===== src/frse_map.vh =====
`ifndef FRSE_MAP_VH
`define FRSE_MAP_VH
// ****************************************
// termination codes of the first byte
// ****************************************
`define FRSE_TERM_NORMAL 2'h0
`define FRSE_TERM_ABNORMAL 2'h1
`define FRSE_TERM_INVALID 2'h2
`define FRSE_TERM_POLLING 2'h3
// ****************************************
// first byte field positions
// ****************************************
`define FRSE_S0_TERM_HI 7
`define FRSE_S0_TERM_LO 6
`define FRSE_S0_POS_DONE 5
`define FRSE_S0_HW_FAULT 4
`define FRSE_S0_HEAD 2
// ****************************************
// second byte field positions
// ****************************************
`define FRSE_S1_END_TRACK 7
`define FRSE_S1_CRC_ANY 5
`define FRSE_S1_OVERRUN 4
`define FRSE_S1_SECT_MISS 2
`define FRSE_S1_WP_VIOL 1
`define FRSE_S1_ID_SYNC 0
// ****************************************
// third byte field positions
// ****************************************
`define FRSE_S2_CTRL_MARK 6
`define FRSE_S2_CRC_PAY 5
`define FRSE_S2_TRK_MISM 4
`define FRSE_S2_BAD_TRK 1
`define FRSE_S2_PAY_SYNC 0
// ****************************************
// fourth byte field positions and fixed ones
// ****************************************
`define FRSE_S3_WP 6
`define FRSE_S3_TRACK_ZERO_PIN 4
`define FRSE_S3_SIDE 2
`define FRSE_S3_FIXED 8'h28
// ****************************************
// result sets, limits, reset values
// ****************************************
`define FRSE_SET_ERR3 2'h0
`define FRSE_SET_ST0 2'h1
`define FRSE_SET_ST3 2'h2
`define FRSE_RECAL_STEPS 80
`define FRSE_ID_INDEX_LIMIT 2
`define FRSE_BAD_TRACK 8'hFF
`define FRSE_DATA_RESET 8'h00
`endif


===== src/frse_result_status_encoder.v =====
// Function
// - status bytes read out one by one
// - first byte bits 7:6 termination code
// - first byte bit 5 on positioning done
// - fault if no track zero after 80 steps
// - fault when relative seek passes track zero
// - first byte head bit, drive bits 1:0
// - second byte bit 7 end of track
// - second byte bit 5 any CRC fault
// - second byte bit 4 overrun or underrun
// - second byte bit 2 sector missing cases
// - second byte bit 1 write protect violation
// - second byte bit 0 address mark absent
// - unused bits fixed at zero or one
// - third byte bit 6 wrong mark type
// - third byte bit 5 payload CRC fault
// - third byte bit 4 track mismatch
// - third byte bit 0 payload mark absent
// - fourth byte mirrors drive pins
`timescale 1ns/1ps
`default_nettype none
`include "frse_map.vh"
module frse_result_status_encoder #(
  parameter RECAL_STEPS = `FRSE_RECAL_STEPS, // step pulses before recalibrate gives up
  parameter STEP_W = 7 // width of the step counter
) (
  input wire clk_sys,
  input wire reset_n,
  input wire cmd_start, // pulse: execution begins, sticky errors clear
  input wire cmd_end, // pulse: command finished, result phase starts
  input wire [1:0] result_set, // which bytes the command returns
  input wire cmd_invalid, // level at cmd_end: command was not executable
  input wire cmd_polling, // level at cmd_end: ended by drive polling
  input wire cmd_xfer, // level: read or write data command running
  input wire cmd_read_deleted, // level: read deleted data command running
  input wire cmd_read_normal, // level: read data command running
  input wire cmd_write, // level: write, write deleted or format running
  input wire recal_active, // level: recalibrate stepping
  input wire step_pulse, // pulse: one head step issued
  input wire rel_seek_underflow, // pulse: relative seek stepped past track zero
  input wire seek_complete, // pulse: seek, relative seek or recal done
  input wire sector_past_end, // pulse: access beyond last sector
  input wire transfer_end_strobe, // pulse: terminal count from the host side
  input wire crc_fault_id, // pulse: CRC mismatch in an ID field
  input wire crc_fault_data, // pulse: CRC mismatch in a data field
  input wire fifo_overrun, // pulse: FIFO not serviced in time
  input wire sector_not_found, // pulse: read, read ID or read track failure
  input wire id_search, // level: hunting for an ID address mark
  input wire payload_mark_missing, // pulse: no data or deleted mark found
  input wire mark_deleted_seen, // pulse: deleted data mark met
  input wire mark_normal_seen, // pulse: normal data mark met
  input wire id_valid, // pulse: ID field track number on id_track
  input wire [7:0] id_track, // track number read from the ID field
  input wire [7:0] current_track, // internally kept track number
  input wire head_select_state, // head currently addressed
  input wire [1:0] unit_select_bits, // drive currently selected
  input wire side_select_pin, // side select output as driven
  input wire write_protect_pin, // asynchronous drive pin
  input wire track_zero_pin, // asynchronous drive pin
  input wire index_pulse_n_pin, // asynchronous drive pin, active low
  input wire host_data_read, // pulse: host reads the data register
  output reg [7:0] result_data_q, // byte on the data register
  output reg host_service_request_q, // host may transfer
  output reg transfer_direction_q, // 1 means host reads
  output reg result_busy_q // result phase in progress
);

  // ****************************************
  // pin synchronisers
  // ****************************************
  reg [1:0] wp_sync_q; // [0] feeds only [1]
  reg [1:0] track_zero_pin_sync_q;
  reg [1:0] index_sync_q;
  reg index_prev_q; // for edge detect on the settled level

  // two stages before any logic sees a drive pin
  always @(posedge clk_sys) begin
    if (!reset_n) begin
      wp_sync_q <= 2'b00;
      track_zero_pin_sync_q <= 2'b00;
      index_sync_q <= 2'b11;
      index_prev_q <= 1'b1;
    end else begin
      wp_sync_q <= {wp_sync_q[0], write_protect_pin};
      track_zero_pin_sync_q <= {track_zero_pin_sync_q[0], track_zero_pin};
      index_sync_q <= {index_sync_q[0], index_pulse_n_pin};
      index_prev_q <= index_sync_q[1];
    end
  end

  wire wp_level = wp_sync_q[1];
  wire track_zero_pin_level = track_zero_pin_sync_q[1];
  wire index_fall = index_prev_q & ~index_sync_q[1]; // leading edge of index

  // ****************************************
  // sticky error flags
  // ****************************************
  reg hardware_fault_q;
  reg positioning_done_q; // outlives the command, consumed by a result
  reg end_track_q;
  reg crc_fault_any_field_q;
  reg overrun_q;
  reg sector_missing_flag_q;
  reg write_protect_violation_q;
  reg id_sync_absent_q;
  reg control_mark_q;
  reg crc_fault_payload_q;
  reg track_mismatch_q;
  reg bad_track_hit_q;
  reg payload_sync_absent_q;
  reg tc_seen_q; // terminal count met during this command
  reg [STEP_W-1:0] step_cnt_q; // steps during recalibrate
  reg [1:0] index_cnt_q; // index edges while hunting an ID mark

  wire recal_limit = recal_active & step_pulse & ~track_zero_pin_level &
                     (step_cnt_q == RECAL_STEPS - 1);
  wire id_limit = id_search & index_fall &
                  (index_cnt_q == `FRSE_ID_INDEX_LIMIT - 1);
  wire trk_differs = id_valid & (id_track != current_track);
  wire snap = cmd_end & ~result_busy_q; // moment the result is latched

  // flag helper: a set in the same cycle as a clear wins
  function flag_next;
    input cur;
    input set;
    input clr;
    begin
      flag_next = set | (cur & ~clr);
    end
  endfunction

  // collect events during execution; cleared at command start, positioning done at the result latch
  always @(posedge clk_sys) begin
    if (!reset_n) begin
      hardware_fault_q <= 1'b0;
      positioning_done_q <= 1'b0;
      end_track_q <= 1'b0;
      crc_fault_any_field_q <= 1'b0;
      overrun_q <= 1'b0;
      sector_missing_flag_q <= 1'b0;
      write_protect_violation_q <= 1'b0;
      id_sync_absent_q <= 1'b0;
      control_mark_q <= 1'b0;
      crc_fault_payload_q <= 1'b0;
      track_mismatch_q <= 1'b0;
      bad_track_hit_q <= 1'b0;
      payload_sync_absent_q <= 1'b0;
      tc_seen_q <= 1'b0;
    end else begin
      hardware_fault_q <= flag_next(hardware_fault_q,
                                    recal_limit | rel_seek_underflow, cmd_start);
      positioning_done_q <= flag_next(positioning_done_q, seek_complete, snap);
      end_track_q <= flag_next(end_track_q, sector_past_end, cmd_start);
      crc_fault_any_field_q <= flag_next(crc_fault_any_field_q,
                                         crc_fault_id | crc_fault_data, cmd_start);
      overrun_q <= flag_next(overrun_q, fifo_overrun, cmd_start);
      sector_missing_flag_q <= flag_next(sector_missing_flag_q, sector_not_found, cmd_start);
      write_protect_violation_q <= flag_next(write_protect_violation_q,
                                             cmd_write & wp_level, cmd_start);
      id_sync_absent_q <= flag_next(id_sync_absent_q,
                                    id_limit | payload_mark_missing, cmd_start);
      control_mark_q <= flag_next(control_mark_q,
                                  (cmd_read_normal & mark_deleted_seen) |
                                  (cmd_read_deleted & mark_normal_seen), cmd_start);
      crc_fault_payload_q <= flag_next(crc_fault_payload_q, crc_fault_data, cmd_start);
      track_mismatch_q <= flag_next(track_mismatch_q, trk_differs, cmd_start);
      bad_track_hit_q <= flag_next(bad_track_hit_q,
                                   trk_differs & (id_track == `FRSE_BAD_TRACK), cmd_start);
      payload_sync_absent_q <= flag_next(payload_sync_absent_q, payload_mark_missing, cmd_start);
      tc_seen_q <= flag_next(tc_seen_q, transfer_end_strobe, cmd_start);
    end
  end

  // ****************************************
  // step and index counters
  // ****************************************
  // counts restart whenever their activity stops
  always @(posedge clk_sys) begin
    if (!reset_n) begin
      step_cnt_q <= {STEP_W{1'b0}};
      index_cnt_q <= 2'b00;
    end else begin
      if (!recal_active || track_zero_pin_level) begin
        step_cnt_q <= {STEP_W{1'b0}};
      end else if (step_pulse && step_cnt_q != RECAL_STEPS - 1) begin
        step_cnt_q <= step_cnt_q + 1'b1;
      end
      if (!id_search) begin
        index_cnt_q <= 2'b00;
      end else if (index_fall && index_cnt_q != `FRSE_ID_INDEX_LIMIT - 1) begin
        index_cnt_q <= index_cnt_q + 1'b1;
      end
    end
  end

  // ****************************************
  // result snapshot
  // ****************************************
  reg [7:0] snap0_q; // first byte as latched
  reg [7:0] snap1_q;
  reg [7:0] snap2_q;
  reg [1:0] set_q; // which bytes this result holds
  reg [1:0] idx_q; // next byte to hand out
  reg [1:0] term_d;
  reg any_error;

  // termination code from the ending condition
  always @* begin
    any_error = hardware_fault_q | end_track_q | crc_fault_any_field_q | overrun_q |
                sector_missing_flag_q | write_protect_violation_q | id_sync_absent_q |
                control_mark_q | track_mismatch_q | (cmd_xfer & ~tc_seen_q);
    if (cmd_invalid) begin
      term_d = `FRSE_TERM_INVALID;
    end else if (cmd_polling) begin
      term_d = `FRSE_TERM_POLLING;
    end else if (any_error) begin
      term_d = `FRSE_TERM_ABNORMAL;
    end else begin
      term_d = `FRSE_TERM_NORMAL;
    end
  end

  // latch once at the end; held until the last byte is read
  always @(posedge clk_sys) begin
    if (!reset_n) begin
      snap0_q <= `FRSE_DATA_RESET;
      snap1_q <= `FRSE_DATA_RESET;
      snap2_q <= `FRSE_DATA_RESET;
      set_q <= `FRSE_SET_ERR3;
    end else if (snap) begin
      snap0_q <= 8'h00; // unused bit 3 stays zero
      snap0_q[`FRSE_S0_TERM_HI:`FRSE_S0_TERM_LO] <= term_d;
      snap0_q[`FRSE_S0_POS_DONE] <= positioning_done_q | seek_complete;
      snap0_q[`FRSE_S0_HW_FAULT] <= hardware_fault_q;
      snap0_q[`FRSE_S0_HEAD] <= head_select_state;
      snap0_q[1:0] <= unit_select_bits;
      snap1_q <= 8'h00; // bits 6 and 3 stay zero
      snap1_q[`FRSE_S1_END_TRACK] <= end_track_q | (cmd_xfer & ~tc_seen_q);
      snap1_q[`FRSE_S1_CRC_ANY] <= crc_fault_any_field_q;
      snap1_q[`FRSE_S1_OVERRUN] <= overrun_q;
      snap1_q[`FRSE_S1_SECT_MISS] <= sector_missing_flag_q;
      snap1_q[`FRSE_S1_WP_VIOL] <= write_protect_violation_q;
      snap1_q[`FRSE_S1_ID_SYNC] <= id_sync_absent_q;
      snap2_q <= 8'h00; // bits 7, 3 and 2 stay zero
      snap2_q[`FRSE_S2_CTRL_MARK] <= control_mark_q;
      snap2_q[`FRSE_S2_CRC_PAY] <= crc_fault_payload_q;
      snap2_q[`FRSE_S2_TRK_MISM] <= track_mismatch_q;
      snap2_q[`FRSE_S2_BAD_TRK] <= bad_track_hit_q;
      snap2_q[`FRSE_S2_PAY_SYNC] <= payload_sync_absent_q;
      set_q <= result_set;
    end
  end

  // ****************************************
  // fourth byte, live from the pins
  // ****************************************
  // built every cycle so a read sees the pins as they are now
  wire [7:0] pin_byte = `FRSE_S3_FIXED | // bits 5 and 3 high, bit 7 low
                        ({7'h00, wp_level} << `FRSE_S3_WP) |
                        ({7'h00, track_zero_pin_level} << `FRSE_S3_TRACK_ZERO_PIN) |
                        ({7'h00, side_select_pin} << `FRSE_S3_SIDE) |
                        {6'h00, unit_select_bits};

  // ****************************************
  // byte sequencer
  // ****************************************
  localparam ST_IDLE = 1'b0; // no result pending
  localparam ST_SEND = 1'b1; // bytes waiting for the host
  reg state_q;
  reg [1:0] last_idx; // index of the final byte of this set
  reg [7:0] byte_sel; // byte at idx_q

  // how many bytes this set has, and which one is up
  always @* begin
    case (set_q)
      `FRSE_SET_ST0: last_idx = 2'd0;
      `FRSE_SET_ST3: last_idx = 2'd0;
      default: last_idx = 2'd2;
    endcase
    if (set_q == `FRSE_SET_ST3) begin
      byte_sel = pin_byte;
    end else begin
      case (idx_q)
        2'd0: byte_sel = snap0_q;
        2'd1: byte_sel = snap1_q;
        2'd2: byte_sel = snap2_q;
        default: byte_sel = 8'h00;
      endcase
    end
  end

  // a read is honoured only while request and direction both show read
  wire read_ok = host_data_read & host_service_request_q & transfer_direction_q;

  // hand bytes out in order; a stray read outside the phase is ignored
  always @(posedge clk_sys) begin
    if (!reset_n) begin
      state_q <= ST_IDLE;
      idx_q <= 2'd0;
      result_busy_q <= 1'b0;
      host_service_request_q <= 1'b0;
      transfer_direction_q <= 1'b0;
    end else begin
      case (state_q)
        ST_IDLE: begin
          if (snap) begin
            state_q <= ST_SEND;
            idx_q <= 2'd0;
            result_busy_q <= 1'b1;
            host_service_request_q <= 1'b1;
            transfer_direction_q <= 1'b1;
          end
        end
        ST_SEND: begin
          if (read_ok) begin
            if (idx_q == last_idx) begin
              state_q <= ST_IDLE; // snapshot may now be replaced
              result_busy_q <= 1'b0;
              transfer_direction_q <= 1'b0;
              idx_q <= 2'd0;
            end else begin
              idx_q <= idx_q + 2'd1;
            end
          end
        end
        default: begin
          state_q <= ST_IDLE;
          result_busy_q <= 1'b0;
        end
      endcase
      if (state_q == ST_IDLE && !snap) begin
        host_service_request_q <= 1'b1; // ready for the next command byte
      end
    end
  end

  // ****************************************
  // data register output
  // ****************************************
  // registered, one cycle behind the index change
  always @(posedge clk_sys) begin
    if (!reset_n) begin
      result_data_q <= `FRSE_DATA_RESET;
    end else if (state_q == ST_SEND) begin
      result_data_q <= byte_sel;
    end else begin
      result_data_q <= `FRSE_DATA_RESET;
    end
  end

endmodule // frse_result_status_encoder
`default_nettype wire


===== config.mk =====
export PLATFORM = sky130hd
export DESIGN_NAME = frse_result_status_encoder
export DESIGN_NICKNAME = d
export VERILOG_FILES = /design/src/frse_result_status_encoder.v
export VERILOG_INCLUDE_DIRS = /design/src
export SDC_FILE = /design/constraint.sdc
export NUM_CORES = 1
export LEC_CHECK = 0
export CAP_MARGIN = 20
export CORE_MARGIN = 4
export CORE_UTILIZATION = 45
export CTS_CLUSTER_SIZE = 12
export DETAILED_ROUTE_END_ITERATION = 6
export DONT_BUFFER_PORTS = 1
export PLACE_DENSITY_LB_ADDON = 0.08
export SLEW_MARGIN = 20
export SYNTH_ARGS = -nofsm -noshare
export SYNTH_HDL_FRONTEND = slang
export SYNTH_SLANG_ARGS = --single-unit

===== constraint.sdc =====
create_clock -name clk_sys -period 1.7 [get_ports clk_sys]
set_input_delay 0 -clock clk_sys [delete_from_list [all_inputs] [get_ports clk_sys]]
set_output_delay 0 -clock clk_sys [all_outputs]
set_load 0.05 [all_outputs]

# After elaboration in Yosys (flattened, before gate mapping)
# Index checks and enable logic that the tools add are counted.
# op_classes
n_addsub	3
eq_ne	15
mux	20
bitwise_logic	69
n_reduce_logical	15
# ops
operator	count
AND 1 bit	29
bitwise OR 1 bit	29
one-hot mux 8 bit (3 select lines)	1
2-to-1 mux 2 bit	6
2-to-1 mux 1 bit	9
equality test 8 bit, second input constant	1
2-to-1 mux 8 bit	1
inequality test 2 x 1 -> 1 bit, second input constant	4
inequality test 8 bit	1
inverter 1 bit	8
AND reduction 2 bit	4
adder 7 x 1 -> 7 bit, second input constant	1
equality test 7 bit, second input constant	1
inequality test 7 bit, second input constant	1
bitwise OR 7 x 2 -> 7 bit	1
bitwise OR 7 x 3 -> 7 bit	1
bitwise OR 7 x 5 -> 7 bit	1
equality test 2 x 1 -> 1 bit, second input constant	3
adder 2 x 1 -> 2 bit, second input constant	2
equality test 2 bit, second input constant	2
one-hot mux 1 bit (2 select lines)	2
one-hot mux 2 bit (2 select lines)	1
OR reduction 2 bit	2
logical AND 1 bit	3
7 further kinds	8
# word_totals
register_bits	63
output_inout_bits	11
word_cells	151

# Longest topological paths before layout
# Gate-level depths: netlist of run 1.
# depth
ltp_word	12
depth_mapped	6

# Worst setup path after synthesis of run 1
# No wires, ideal clock.
# synth_path
kind	reg-to-reg
start	register result_busy_q
end	register idx_q[1]
arrival_time_ps	1262
slack_ps	320
stages_incl_launch_ff	5
period_less_slack_ps	1380
cell_sequence	dfxtp_1 nand4_1 o21a_1 a32oi_1 nor2b_1
# synth_via
elab_chain_len	4
elab_cells_between_ends	6
cone_classes	2 x eq/ne; 3 x bitwise; 1 x reduce/logical
# synth_rtl
item	line	source
start, declared	frse_result_status_encoder.v:65	output reg result_busy_q
start signal, assigned	frse_result_status_encoder.v:300	result_busy_q <= 1'b0;
start signal, assigned	frse_result_status_encoder.v:309	result_busy_q <= 1'b1;
start signal, assigned	frse_result_status_encoder.v:318	result_busy_q <= 1'b0;
inverter 1 bit	frse_result_status_encoder.v:120	wire snap = cmd_end & ~result_busy_q;
AND 1 bit	frse_result_status_encoder.v:120	
inequality test 2 bit (no line)	--	
AND reduction 2 bit (no line) (*)	--	
end signal, assigned	frse_result_status_encoder.v:322	idx_q <= idx_q + 2'd1;
end, declared	frse_result_status_encoder.v:203	reg [1:0] idx_q;
# Mark *: on every way between the ends. The rest lies on a longest branch, timed or not.
# A chain may end at the register's enable or synchronous reset.

# Worst setup path in the final report of run 1
# layout_path
start	register idx_q[0]
end	register result_data_q[4]
# layout_via
elab_chain_len	3
elab_cells_between_ends	5
cone_classes	2 x eq/ne; 2 x mux; 1 x reduce/logical
# layout_rtl
item	line	source
equality test 2 bit (tied with other cells)	frse_result_status_encoder.v:283	case (idx_q)
one-hot mux 8 bit (3 select lines) (*)	frse_result_status_encoder.v:283	
2-to-1 mux 8 bit (*)	frse_result_status_encoder.v:280	if (set_q == `FRSE_SET_ST3) begin
end signal, assigned	frse_result_status_encoder.v:343	result_data_q <= `FRSE_DATA_RESET;
end signal, assigned	frse_result_status_encoder.v:345	result_data_q <= byte_sel;
end signal, assigned	frse_result_status_encoder.v:347	result_data_q <= `FRSE_DATA_RESET;
end, declared	frse_result_status_encoder.v:62	output reg [7:0] result_data_q,
# Marks and branches as above.

==> flow_results.org, run 1 <==
** Worst setup path
- Launching element of the worst setup path :: idx_q[0]$_SDFFE_PN0P_
- STA classifies the critical path startpoint as a register.
- The largest individual stage delay along the critical path comes from the cell sky130_fd_sc_hd__dfxtp_1.
- Crit path kind :: register to register
- STA classifies the critical path endpoint as a register.
- The number of buffers and inverters on the critical path is 1.
- The startpoint identified for the worst register-to-register timing path is idx_q[0]$_SDFFE_PN0P_.
- Counting cells, the worst reg-to-reg path comes to 6.
- Slack of the worst reg-to-reg path :: 0.19 ns
- On the worst path, the slowest cell contributes a delay of 0.40 ns.
- CP required :: 1.92 ns
- Number of cells on the critical path :: 6
- Critical path, cell by cell :: inv_1 -> ha_1 -> a222oi_1 -> nor3_1 -> a21oi_1 -> nor2_1
- Highest fanout seen on the critical path :: 5
- In this run the critical register-to-register path is captured at result_data_q[4]$_SDFF_PN0_.
- Top delay family on crit path :: compound AO/OA/AOI/OAI gates
- STA puts the critical path data arrival time at 1.73 ns.

** Logic synthesis
- After synthesis, the share of flip-flops with an asynchronous set or reset is 0.
- The share of synthesized area in the top cell type comes to 0.4905.
- The largest total area in the synthesized netlist belongs to sky130_fd_sc_hd__dfxtp_1.
- Largest cells by area after synthesis :: sky130_fd_sc_hd__dfxtp_1 (49%), sky130_fd_sc_hd__nand2_1 (5.7%), sky130_fd_sc_hd__a21boi_0 (5.5%)
- Yosys mapped a number of flops with a built-in enable equal to 0.
- Post-synth cell types :: 37
- Instance count of the mapped netlist :: 284
- YS warnings :: 0
- Most repeated cell in the gate-level netlist after synthesis :: sky130_fd_sc_hd__dfxtp_1
- Counting flops and latches in the post-synthesis netlist gives 63.
- The number of nets in the synthesized netlist is 342.
- Avg Synthesized Cell Area :: 9.054 um2
- Of the synthesized area, sequential elements account for 0.4905.
- The cell area that synthesis handed to floorplanning was 2571 um2.
- Main synth FF type :: sky130_fd_sc_hd__dfxtp_1
- Sorting the synthesized cells by how often they occur yields sky130_fd_sc_hd__dfxtp_1 (63), sky130_fd_sc_hd__nand2_1 (39), sky130_fd_sc_hd__nor2_1 (27).

** Drt
- Wire per inst :: 13.95 um
- The detailed router finished its first iteration with 115 violations.
- Number of vias in the routed layout :: 2,031
- The first detailed-routing pass took 4 iterations.
- Wire length after detailed routing :: 5.524 mm
- Vias per cell :: 5.129
- Drt drc :: 0
- The count of nets left with antenna violations once routing finished came out at 0.

** Job
- Number of max-cap violations :: 0

** Floorplanning
- In this run the core area contains 27 standard-cell rows.
- The floorplan step set the die height to 83.59 um.
- Area inside the core boundary :: 5540 um2
- For this design the top-level I/O count stands at 62.
- Initial Util :: 0.4641
- The floorplan step defined a die boundary enclosing 6987 um2.
- The die is 83.59 um wide.

** CTS
- The cell sitting at the root of the clock tree is a sky130_fd_sc_hd__clkbuf_8.
- The H-tree was split into 3 levels.
- Clock net sink count :: 63
- The longest clock path from root to sink contains 2 buffers.
- Number of buffers created by CTS :: 9
- Reg clk slew, reported paths :: 0.07 ns
- TritonCTS built the clock tree.
- The clock reaches the later pin of the worst-skew pair after 0.33 ns.
- The number of setup buffers added after CTS is 0.

** STA
- Setup violations remaining at the end of the flow were counted as 0.
- The final hold violation count was 0.
- In this run the tightest slew margin relative to its limit is 0.6731.
- Dividing the final minimum period by the clock period gives 0.8875.
- Setup repair after global routing missed its margin :: false
- Upper clock frequency limit :: 662.8 MHz
- The number of pins with negative max-slew slack in the final report was 0.
- Final Skew :: 0.005563 ns
- Final min period :: 1.509 ns
- For the final routed database, the setup TNS stands at 0 ns.
- Actual transition at the worst max-transition pin :: 0.4896 ns

** Finish
- The area growth from synthesis to layout is 23.99%.
- Nets :: 377
- Fin area :: 3188 um2
- Of the cells placed in the final design, the portion with a size suffix greater than 1 is 0.06481.
- The repair_antennas step left the layout with diodes totalling 0.
- The count of cells in the finished layout, fillers not included, comes to 396.

** Global route
- Via count of the first global-routing pass :: 1,971
- Wire length of the first global-routing pass :: 9.459 mm
- Final global-route overflow total :: 0
- Number of antenna violations at the first check in global routing :: 0
- Across every metal layer, demand over resource in global routing totals 0.1675.
- Entering global routing, the biggest net connects 51 pins.

** Pwr
- Areal power density over the cells :: 1058 nW/um2
- Worst supply voltage drop on vdd :: 0.0005813 V
- Summed over all cells, the static leakage comes to 1.239 nW.
- After layout, the design draws a total of 0.003373 W.

** Status
- Status :: finished clean

** Worst hold path
- Number of cells on the worst hold path :: 3
- Class of the tightest hold or removal check :: primary input to register
- Startpoint of the tightest hold check path :: recal_active
- The path with the worst hold slack has its endpoint at hardware_fault_q$_SDFF_PN0_.

** Placed design
- Count of port buffers added during placement :: 0
- Placed instance count :: 348
- Final RePlAce weighted congestion :: 0.7393
- Placement Cell Area :: 2634 um2
- Summed over all nets, the half-perimeter wirelength after detailed placement is 3.598 mm.
logic make-up after synthesis:
kind of cell / share of synthesized area
simple gates: 0.2238
flops: 0.4905
compound gates: 0.1591
buf+inv: 0.03406
xor+xnor: 0.05450
fa+ha+maj: 0.03406
mux: 0.003893
routing by layer:
layer | vias up | part of all wire | global-route usage
li1 | 1048 | - | -
met1 | 905 | 0.48 | 0.2217
met2 | 64 | 0.42 | 0.2386
met3 | 14 | 0.073 | 0.05726
met4 | 0 | 0.025 | 0.08918
met5 | - | 0 | 0
flip-flops by register name, indices dropped and copies added (netlist names), 2 cells and up:
signal,cells
track_zero_pin_sync_q,2
snap0_q,7
set_q,2
idx_q,2
snap2_q,5
index_cnt_q,2
snap1_q,6
step_cnt_q,7
wp_sync_q,2
result_data_q,8
index_sync_q,2
metrics by stage:
stage          utilization  setup WS, ns  hold slack (ns)
3_3_place_gp        0.4754        0.2601          0.07913
5_1_grt             0.5754       0.01447          0.03633
4_1_cts             0.5772       0.03498          0.01653
6_report            0.5754        0.1912          0.03493
2_1_floorplan            -        0.3195           0.1015
3_5_place_dp        0.4754        0.2189          0.08184
cell usage in the layout (no fill, tap or decap), types with 2 or more instances in the layout:
| cell type | synthesis | layout |
|---|---|---|
| sky130_fd_sc_hd__clkbuf_1 | 6 | 2 |
| sky130_fd_sc_hd__a22oi_1 | 4 | 4 |
| sky130_fd_sc_hd__nor2b_1 | 14 | 14 |
| sky130_fd_sc_hd__inv_1 | 8 | 8 |
| sky130_fd_sc_hd__nand2_1 | 39 | 39 |
| sky130_fd_sc_hd__xor2_1 | 14 | 14 |
| sky130_fd_sc_hd__and3_1 | 3 | 3 |
| sky130_fd_sc_hd__and2_1 | 4 | 4 |
| sky130_fd_sc_hd__nand3_1 | 4 | 4 |
| sky130_fd_sc_hd__dlygate4sd3_1 | 0 | 31 |
| sky130_fd_sc_hd__nor4_1 | 4 | 4 |
| sky130_fd_sc_hd__nor3_1 | 9 | 9 |
| sky130_fd_sc_hd__o211ai_1 | 2 | 2 |
| sky130_fd_sc_hd__bufinv_16 | 0 | 2 |
| sky130_fd_sc_hd__nand4_1 | 5 | 5 |
| sky130_fd_sc_hd__nor2_1 | 27 | 27 |
| sky130_fd_sc_hd__nor3b_1 | 3 | 3 |
| sky130_fd_sc_hd__a222oi_1 | 5 | 5 |
| sky130_fd_sc_hd__xnor2_1 | 2 | 2 |
| sky130_fd_sc_hd__a21oi_1 | 17 | 17 |
| sky130_fd_sc_hd__a211oi_1 | 2 | 2 |
| sky130_fd_sc_hd__clkbuf_8 | 0 | 11 |
| sky130_fd_sc_hd__buf_4 | 2 | 4 |
| sky130_fd_sc_hd__nand2b_1 | 4 | 4 |
| sky130_fd_sc_hd__o21ai_0 | 2 | 2 |
| sky130_fd_sc_hd__a21boi_0 | 19 | 19 |
| sky130_fd_sc_hd__dfxtp_1 | 63 | 63 |
| sky130_fd_sc_hd__ha_1 | 7 | 7 |
power breakdown:
group / switching [W] / internal, W
combinational: 0.000164 / 0.000151
clock: 0.000549 / 0.000905
sequential: 0.0000591 / 0.00154
worst max-delay path by stage:
stage | slack, ns | end
after floorplan | 0.32 | idx_q[1]$_SDFFE_PN0P_
after global placement | 0.26 | result_data_q[1]$_SDFF_PN0_
after detailed placement | 0.22 | result_data_q[4]$_SDFF_PN0_
after CTS | 0.03 | bad_track_hit_q$_SDFF_PN0_
after global routing | 0.01 | result_data_q[0]$_SDFF_PN0_
final | 0.19 | result_data_q[4]$_SDFF_PN0_
cell type report:
class / count / area (um2)
clock inverters: 3 / 65.06
multi-input cells: 201 / 1222
flip-flops and latches: 63 / 1261
fillers: 530 / 2352
clock buffers: 13 / 158.9
well taps: 72 / 90.09
inverters: 8 / 30.03
repair buffers: 36 / 360.3
repair_timing:
action                                 in CTS  in global routing
setup endpoints to repair                   0                  1
endpoints found under the hold margin      62                  0
resized for setup                           0                  0
hold buffers                               33                  0
worst min-delay path, cell delays in order:
cell and delay (ns):
sky130_fd_sc_hd__and2b_1 0.15, sky130_fd_sc_hd__nand3_1 0.10, sky130_fd_sc_hd__a21boi_0 0.08
(Power assumes the default switching activity.)
==> run 2, diff against run 1 <==
--- a/config.mk
+++ b/config.mk
@@ -13,6 +13,7 @@
 export DETAILED_ROUTE_END_ITERATION = 6
 export DONT_BUFFER_PORTS = 1
 export PLACE_DENSITY_LB_ADDON = 0.08
+export REMOVE_ABC_BUFFERS = 1
 export SLEW_MARGIN = 20
 export SYNTH_ARGS = -nofsm -noshare
 export SYNTH_HDL_FRONTEND = slang
==> constraint.sdc (replaced) <==
create_clock -name clk_sys -period 1.4 [get_ports clk_sys]
set_input_delay 0 -clock clk_sys [delete_from_list [all_inputs] [get_ports clk_sys]]
set_output_delay 0 -clock clk_sys [all_outputs]
set_load 0.05 [all_outputs]
==> run 2 against run 1 <==
  * Clock skew rose by 0.0039 ns
  * Highest routed layer unchanged
  * Die area did not move
  * Clock power is 3% lower
  * Final area is 3.3% higher
  * Worst hold slack improved by 0.0062 ns
  * Flip-flop and latch count stayed put
  * Total power grew 12%
==> flow_results.org, run 2 (synthesized netlist as in run 1, its figures left out) <==
** Finish
- Leaving out fill and tap cells, the most frequent cell in the layout is sky130_fd_sc_hd__dfxtp_1.
- Flip-flop count of the largest register, all copies and words added :: 8
- In the final layout, the share of cells above drive strength 1 is 0.1138.
- Most frequent cells in the layout :: sky130_fd_sc_hd__dfxtp_1 (58), sky130_fd_sc_hd__nand2_1 (39), sky130_fd_sc_hd__dlygate4sd3_1 (37)
- The finished layout holds 406 standard cells, fillers aside.
- Number of inserted diodes :: 0
- Most flops, register :: result_data_q
- The largest registers in the layout are result_data_q (8), snap0_q (7), step_cnt_q (7).
- After the last flow step, the layout net total stands at 387.
- Fill cells in the final layout number 504.
- Signed area change from the synthesized netlist to the final layout :: 28.08%

** CTS
- Clock-pin slew was measured on the worst setup and hold paths at 0.07 ns.
- Clock tree from TritonCTS :: yes
- Clock net sink count :: 63
- Max H-tree Level :: 3
- No sink is reached through more buffers than the 2 on the longest clock path.
- The clock reaches the later pin of the worst-skew pair after 0.34 ns.
- The tree is rooted in a sky130_fd_sc_hd__clkbuf_8.
- The number of clock buffers added by TritonCTS is 9.

** Global route
- Wire length of the first global-routing pass :: 9.818 mm
- For this run the aggregate overflow at the end of global routing stands at 0.
- The initial antenna violation count was 0.
- Overall routing resource usage :: 0.1748
- The number of global-route vias before repair came to 2,089.
- Largest net degree at the start of global routing :: 51

** STA
- Dividing the final minimum period by the clock period gives 0.9391.
- Measured against its own limit, the worst slew margin works out to 0.6463.
- Setup violations remaining at the end of the flow were counted as 0.
- Upper clock frequency limit :: 760.6 MHz
- Setup repair after global routing could not meet its margin everywhere.
- For the final routed database, the setup TNS stands at 0 ns.
- For the final database, setup skew stands at 0.009429 ns.
- The tightest hold path in the finished design has a slack of 0.04110 ns.
- The number of pins with negative max-slew slack in the final report came to 0.
- Actual transition at the worst max-transition pin :: 0.5299 ns
- The routed design could run at a clock period as short as 1.315 ns.
- Final hold violations :: 0

** Worst setup path
- Data on the critical path arrives at its endpoint at 1.52 ns.
- Slack of the worst reg-to-reg path :: 0.09 ns
- Highest fanout seen on the critical path :: 7
- On the critical path, the stage with the largest delay is an instance of sky130_fd_sc_hd__nor4_1.
- Largest stage delay on the critical path :: 0.44 ns
- Critical path, cell by cell :: buf_4 -> ha_1 -> nor4_1
- The worst register-to-register path has a depth of 3.
- Number of cells on the critical path :: 3
- Worst r2r dst :: result_data_q[7]$_SDFF_PP0_
- Data on the critical path is required at its endpoint by 1.61 ns.
- Buf+Inv Stages, Crit Path :: 1
- The critical path ends at result_data_q[7]$_SDFF_PP0_.
- FF-to-FF Start :: idx_q[1]$_SDFFE_PN0P_
- The worst setup path is of the register to register kind.
- The most critical setup path has its startpoint at idx_q[1]$_SDFFE_PN0P_.
- Crit. End Element :: register
- Critical path startpoint category :: register
- Grouping stages by cell kind, the critical path spends the most delay in simple AND/OR/NAND/NOR gates.

** Floorplanning
- Std-Cell Rows :: 27
- Area inside the core boundary :: 5540 um2
- Chip Width :: 83.59 um
- Die H :: 83.59 um
- The die covers 6987 um2.
- Pin placement for this block handled 62 I/O pins.
- Initial Util :: 0.4641

** Status
- Status :: finished clean

** Drt
- Before antenna repair, the detailed router went through 4 iterations.
- Vias per cell :: 5.133
- Across all layers, the routed design uses 2,084 vias.
- Drt drc :: 0
- The detail route stage leaves a number of antenna-violating nets equal to 0.
- The final layout contains routed wiring with a total length of 5.932 mm.
- Wire per inst :: 14.61 um
- Initial DRC Count :: 139

** Placed design
- Count of port buffers added during placement :: 0
- Placed instance count :: 351
- The congestion estimate from routability-driven global placement came to 0.7854.
- Dpl hpwl :: 3.800 mm

** Job
- Number of max-cap violations :: 0

** Pwr
- Areal power density over the cells :: 1144 nW/um2
- Power comes to 0.003766 W.
- Worst supply voltage drop on vdd :: 0.0007316 V
- For this design the static power due to leakage is 1.277 nW.

** Worst hold path
- Class of the tightest hold or removal check :: primary input to register
run 2: how the worst min path moves through the flow:
stage                            start                           to  slack, ns  cells past startpoint
after floorplan                reset_n   index_sync_q[1]$_SDFF_PN1_       0.07                      1
after global placement         reset_n   index_sync_q[1]$_SDFF_PN1_       0.08                      1
after detailed placement       reset_n   index_sync_q[1]$_SDFF_PN1_       0.08                      1
after CTS                 recal_active  hardware_fault_q$_SDFF_PN0_       0.04                      3
after global routing      recal_active  hardware_fault_q$_SDFF_PN0_       0.06                      3
final                     recal_active  hardware_fault_q$_SDFF_PN0_       0.04                      3
run 2: routing by layer:
metal	routed length, um	track usage	up-vias	share of wire
met4	103	0.08041	0	0.017
li1	-	-	1064	-
met2	2906	0.2856	48	0.49
met5	0	0	-	0
met3	306	0.05035	11	0.052
met1	2616	0.2116	961	0.44
run 2: through the flow:
step | worst slack [ns] | cell area (um2) | util
after floorplan | -0.5264 | 2514 | -
after global placement | 0.06234 | 2669 | 0.4817
after detailed placement | 0.01295 | 2669 | 0.4817
after CTS | 0.004440 | 3214 | 0.5802
after global routing | -0.05967 | 3293 | 0.5944
final | 0.08532 | 3293 | 0.5944
run 2: repair_timing:
action	CTS	global route
resized for setup	0	14
buffers inserted	0	1
hold buffers	36	3
setup endpoints to repair	1	11
hold endpoints to repair	63	1
pin swaps	1	5
run 2: final cells by class:
class / count / area (um2) / share of cell area
timing repair buffer: 46 / 462.9 / 0.1406
inverter: 8 / 30.03 / 0.009119
multi-input combinational: 201 / 1267 / 0.3849
sequential: 63 / 1267 / 0.3849
clock buffer: 12 / 155.1 / 0.04711
tap: 72 / 90.09 / 0.02736
clock inverter: 4 / 20.02 / 0.006079
run 2: power by group:
part | total, W | internal (W) | switching, W
Combinational | 0.000415 | 0.000205 | 0.000210
Sequential | 0.00195 | 0.00188 | 0.0000721
Clock | 0.00140 | 0.000727 | 0.000677
run 2: worst reg2reg max path, delay by kind of cell (launching register included):
| kind | cells | cell delay [ns] |
|---|---|---|
| flip-flops | 1 | 0.34 |
| AND/OR/NAND/NOR | 1 | 0.44 |
| buffers and inverters | 1 | 0.15 |
| adder cells (fa/ha/maj) | 1 | 0.26 |
==> run 3, diff against run 2 <==
--- a/config.mk
+++ b/config.mk
@@ -8,7 +8,7 @@
 export LEC_CHECK = 0
 export CAP_MARGIN = 20
 export CORE_MARGIN = 4
-export CORE_UTILIZATION = 45
+export CORE_UTILIZATION = 40
 export CTS_CLUSTER_SIZE = 12
 export DETAILED_ROUTE_END_ITERATION = 6
 export DONT_BUFFER_PORTS = 1
==> run 3 against run 2 <==
  * Combinational power is 2% lower
  * Count of clock-buffer cells in the layout down 1
  * Die area grew 11%
  * Global-route usage fell by 1.0 points
  * Non-clock buffer count stayed put
  * Clock skew shrank 0.0042 ns
  * Cell count is 0.49% higher
  * Maximum frequency is 1.7% lower
  * Total power is 4.1% higher
  * Largest power group unchanged
==> flow_results.org, run 3 (synthesized netlist as in run 1, its figures left out) <==
** Status
- Status :: finished clean

** STA
- Setup violations, final :: 0
- For the pin with the worst max-slew slack, the measured transition is 0.5169 ns.
- For the final database, setup skew stands at 0.005213 ns.
- Final worst slack :: 0.06311 ns
- In this run the tightest slew margin relative to its limit is 0.6550.
- Upper clock frequency limit :: 748.0 MHz
- The final hold violation count was 0.
- Dividing the final minimum period by the clock period gives 0.9549.
- In the final timing run, aggregate negative setup slack is 0 ns.
- The number of pins with negative max-slew slack in the final report came to 0.
- Final min period :: 1.337 ns

** Finish
- Fraction of final layout cells with drive strength greater than 1 :: 0.1021
- Once layout is done, the placed cells without fillers occupy 3317 um2.
- The net count of the finished layout is 387.
- From synthesis to final layout, the design area changed by 29.00%.
- Area occupied by multi-input gates :: 1280 um2
- Number of inserted diodes :: 0
- In the layout the commonest cells are sky130_fd_sc_hd__dfxtp_1 (61), sky130_fd_sc_hd__nand2_1 (39), sky130_fd_sc_hd__dlygate4sd3_1 (38).
- The sequential cells in the finished layout cover a total of 1264 um2.
- The register with the most flip-flops in the layout has 8 of them.
- In the final layout, the registers with the most flip-flops are result_data_q (8), snap0_q (7), step_cnt_q (7).
- Most frequent standard cell in the layout excluding fill and tap cells :: sky130_fd_sc_hd__dfxtp_1
- Most flops, register :: result_data_q
- Fill count :: 596

** Floorplanning
- Initial Util :: 0.4242
- Number of primary I/O pins :: 62
- After floorplanning, the core was divided into 28 placement rows.
- Die Footprint :: 7775 um2
- Die H :: 88.18 um
- Chip Width :: 88.18 um
- The core region is 6061 um2.

** Global route
- Via count of the first global-routing pass :: 2,185
- In the global route stage, overall resource usage came out at 0.1645.
- Final global-route overflow total :: 0
- Largest net degree at the start of global routing :: 51
- The initial antenna violation count is 0.
- Wire length of the first global-routing pass :: 9.777 mm

** Worst setup path
- The worst setup path is of the register to register kind.
- Arrival time worst endpoint :: 1.56 ns
- Critical path startpoint category :: register
- In this run the worst path has a maximum fanout of 5.
- For the worst setup path, the data required time is 1.62 ns.
- The worst setup path is captured at a register.

** CTS
- Clock net sink count :: 63
- TritonCTS built the clock tree.
- The number of setup buffers added after CTS is 0.
- Max H-tree Level :: 3
- Number of buffers created by CTS :: 9
- Clock network latency to the later pin of the worst-skew pair :: 0.34 ns
- Reg clk slew, reported paths :: 0.06 ns
- Maximum buffer depth of the clock tree :: 2
- CTS root buffer :: sky130_fd_sc_hd__clkbuf_8

** Drt
- Drt drc :: 0
- Iteration count of the initial detailed-routing pass :: 5
- Number of vias in the routed layout :: 2,093
- Wire per inst :: 14.31 um
- Once detail routing completed, the nets flagged for antenna violations numbered 0.
- Wire length after detailed routing :: 5.837 mm
- Initial DRC Count :: 77
- After detailed routing, the number of vias per cell comes to 5.130.

** Job
- Number of max-cap violations :: 0

** Worst hold path
- In this run the worst hold path is classified as primary input to register.

** Pwr
- For this design the ratio of total power to cell area is 1182 nW/um2.
- IR analysis of the VDD net gives a maximum drop of 0.0007579 V.
- For this design the static power due to leakage is 1.281 nW.

** Placed design
- In this run the cell area measured after placement is 2660 um2.
- Input and output buffers added on the ports amount to 0.
- At the end of routability-driven placement, the weighted congestion stood at 0.8190.
- Dpl hpwl :: 3.789 mm
- Pre-CTS setup slack :: 0.01138 ns
-- run 3: final cells by class --
| class | count | area share |
|---|---|---|
| Clock buffer | 11 | 0.04564 |
| Inverter | 8 | 0.009053 |
| Sequential cell | 63 | 0.3810 |
| Multi-Input combinational cell | 201 | 0.3859 |
| Tap cell | 75 | 0.02829 |
| Timing Repair Buffer | 46 | 0.1366 |
| Clock inverter | 4 | 0.01358 |
-- run 3: worst paths after layout --
| check | to | depth (start not counted) | slack (ns) | start |
|---|---|---|---|---|
| worst max-delay path | step_cnt_q[1]$_SDFFE_PP0P_ | 4 | 0.06 | step_cnt_q[4]$_SDFFE_PP0P_ |
| worst min-delay path | hardware_fault_q$_SDFF_PN0_ | 3 | 0.01 | recal_active |
| worst max register to register | step_cnt_q[1]$_SDFFE_PP0P_ | 4 | 0.06 | step_cnt_q[4]$_SDFFE_PP0P_ |
| worst min register to register | index_sync_q[1]$_SDFF_PN1_ | 1 | 0.43 | index_sync_q[0]$_SDFF_PN1_ |
-- run 3: routing by layer --
layer	up-vias	routed length, um	global-route usage
met3	8	388	0.06491
met1	977	2581	0.1863
met5	-	0	0
met2	44	2779	0.2746
met4	0	88	0.07005
li1	1064	-	-
-- run 3: what timing repair did --
item / 4_1_cts / 5_1_grt
setup endpoints to repair: 1 / 13
hold buffers: 37 / 3
gates resized for setup: 1 / 13
endpoints found under the hold margin: 61 / 1
gates cloned: 0 / 0
pin swaps: 0 / 6
-- run 3: worst max-delay path, cell delays in order (launching register included) --
cell,delay [ns]
sky130_fd_sc_hd__dfxtp_1,0.35
sky130_fd_sc_hd__or3b_4,0.43
sky130_fd_sc_hd__o21ai_4,0.19
sky130_fd_sc_hd__mux2i_1,0.21
sky130_fd_sc_hd__nor2_1,0.05
-- run 3: metrics by stage --
step           instances  hold slack [ns]  utilization  power, W
2_1_floorplan        272          0.07304            -  0.002197
3_3_place_gp         354          0.07776       0.4389  0.002274
3_5_place_dp         354          0.08169       0.4389  0.002277
4_1_cts              406         0.007689       0.5345  0.003957
5_1_grt              408          0.03300       0.5473  0.004124
6_report             408          0.01383       0.5473  0.003922
-- run 3: report_power, final --
part / leakage, nW / internal, W / switching (W)
Clock: 0.105 / 0.000899 / 0.000669
Sequential: 0.518 / 0.00188 / 0.0000700
Combinational: 0.658 / 0.000202 / 0.000206
Total: 1.28 / 0.00298 / 0.000945
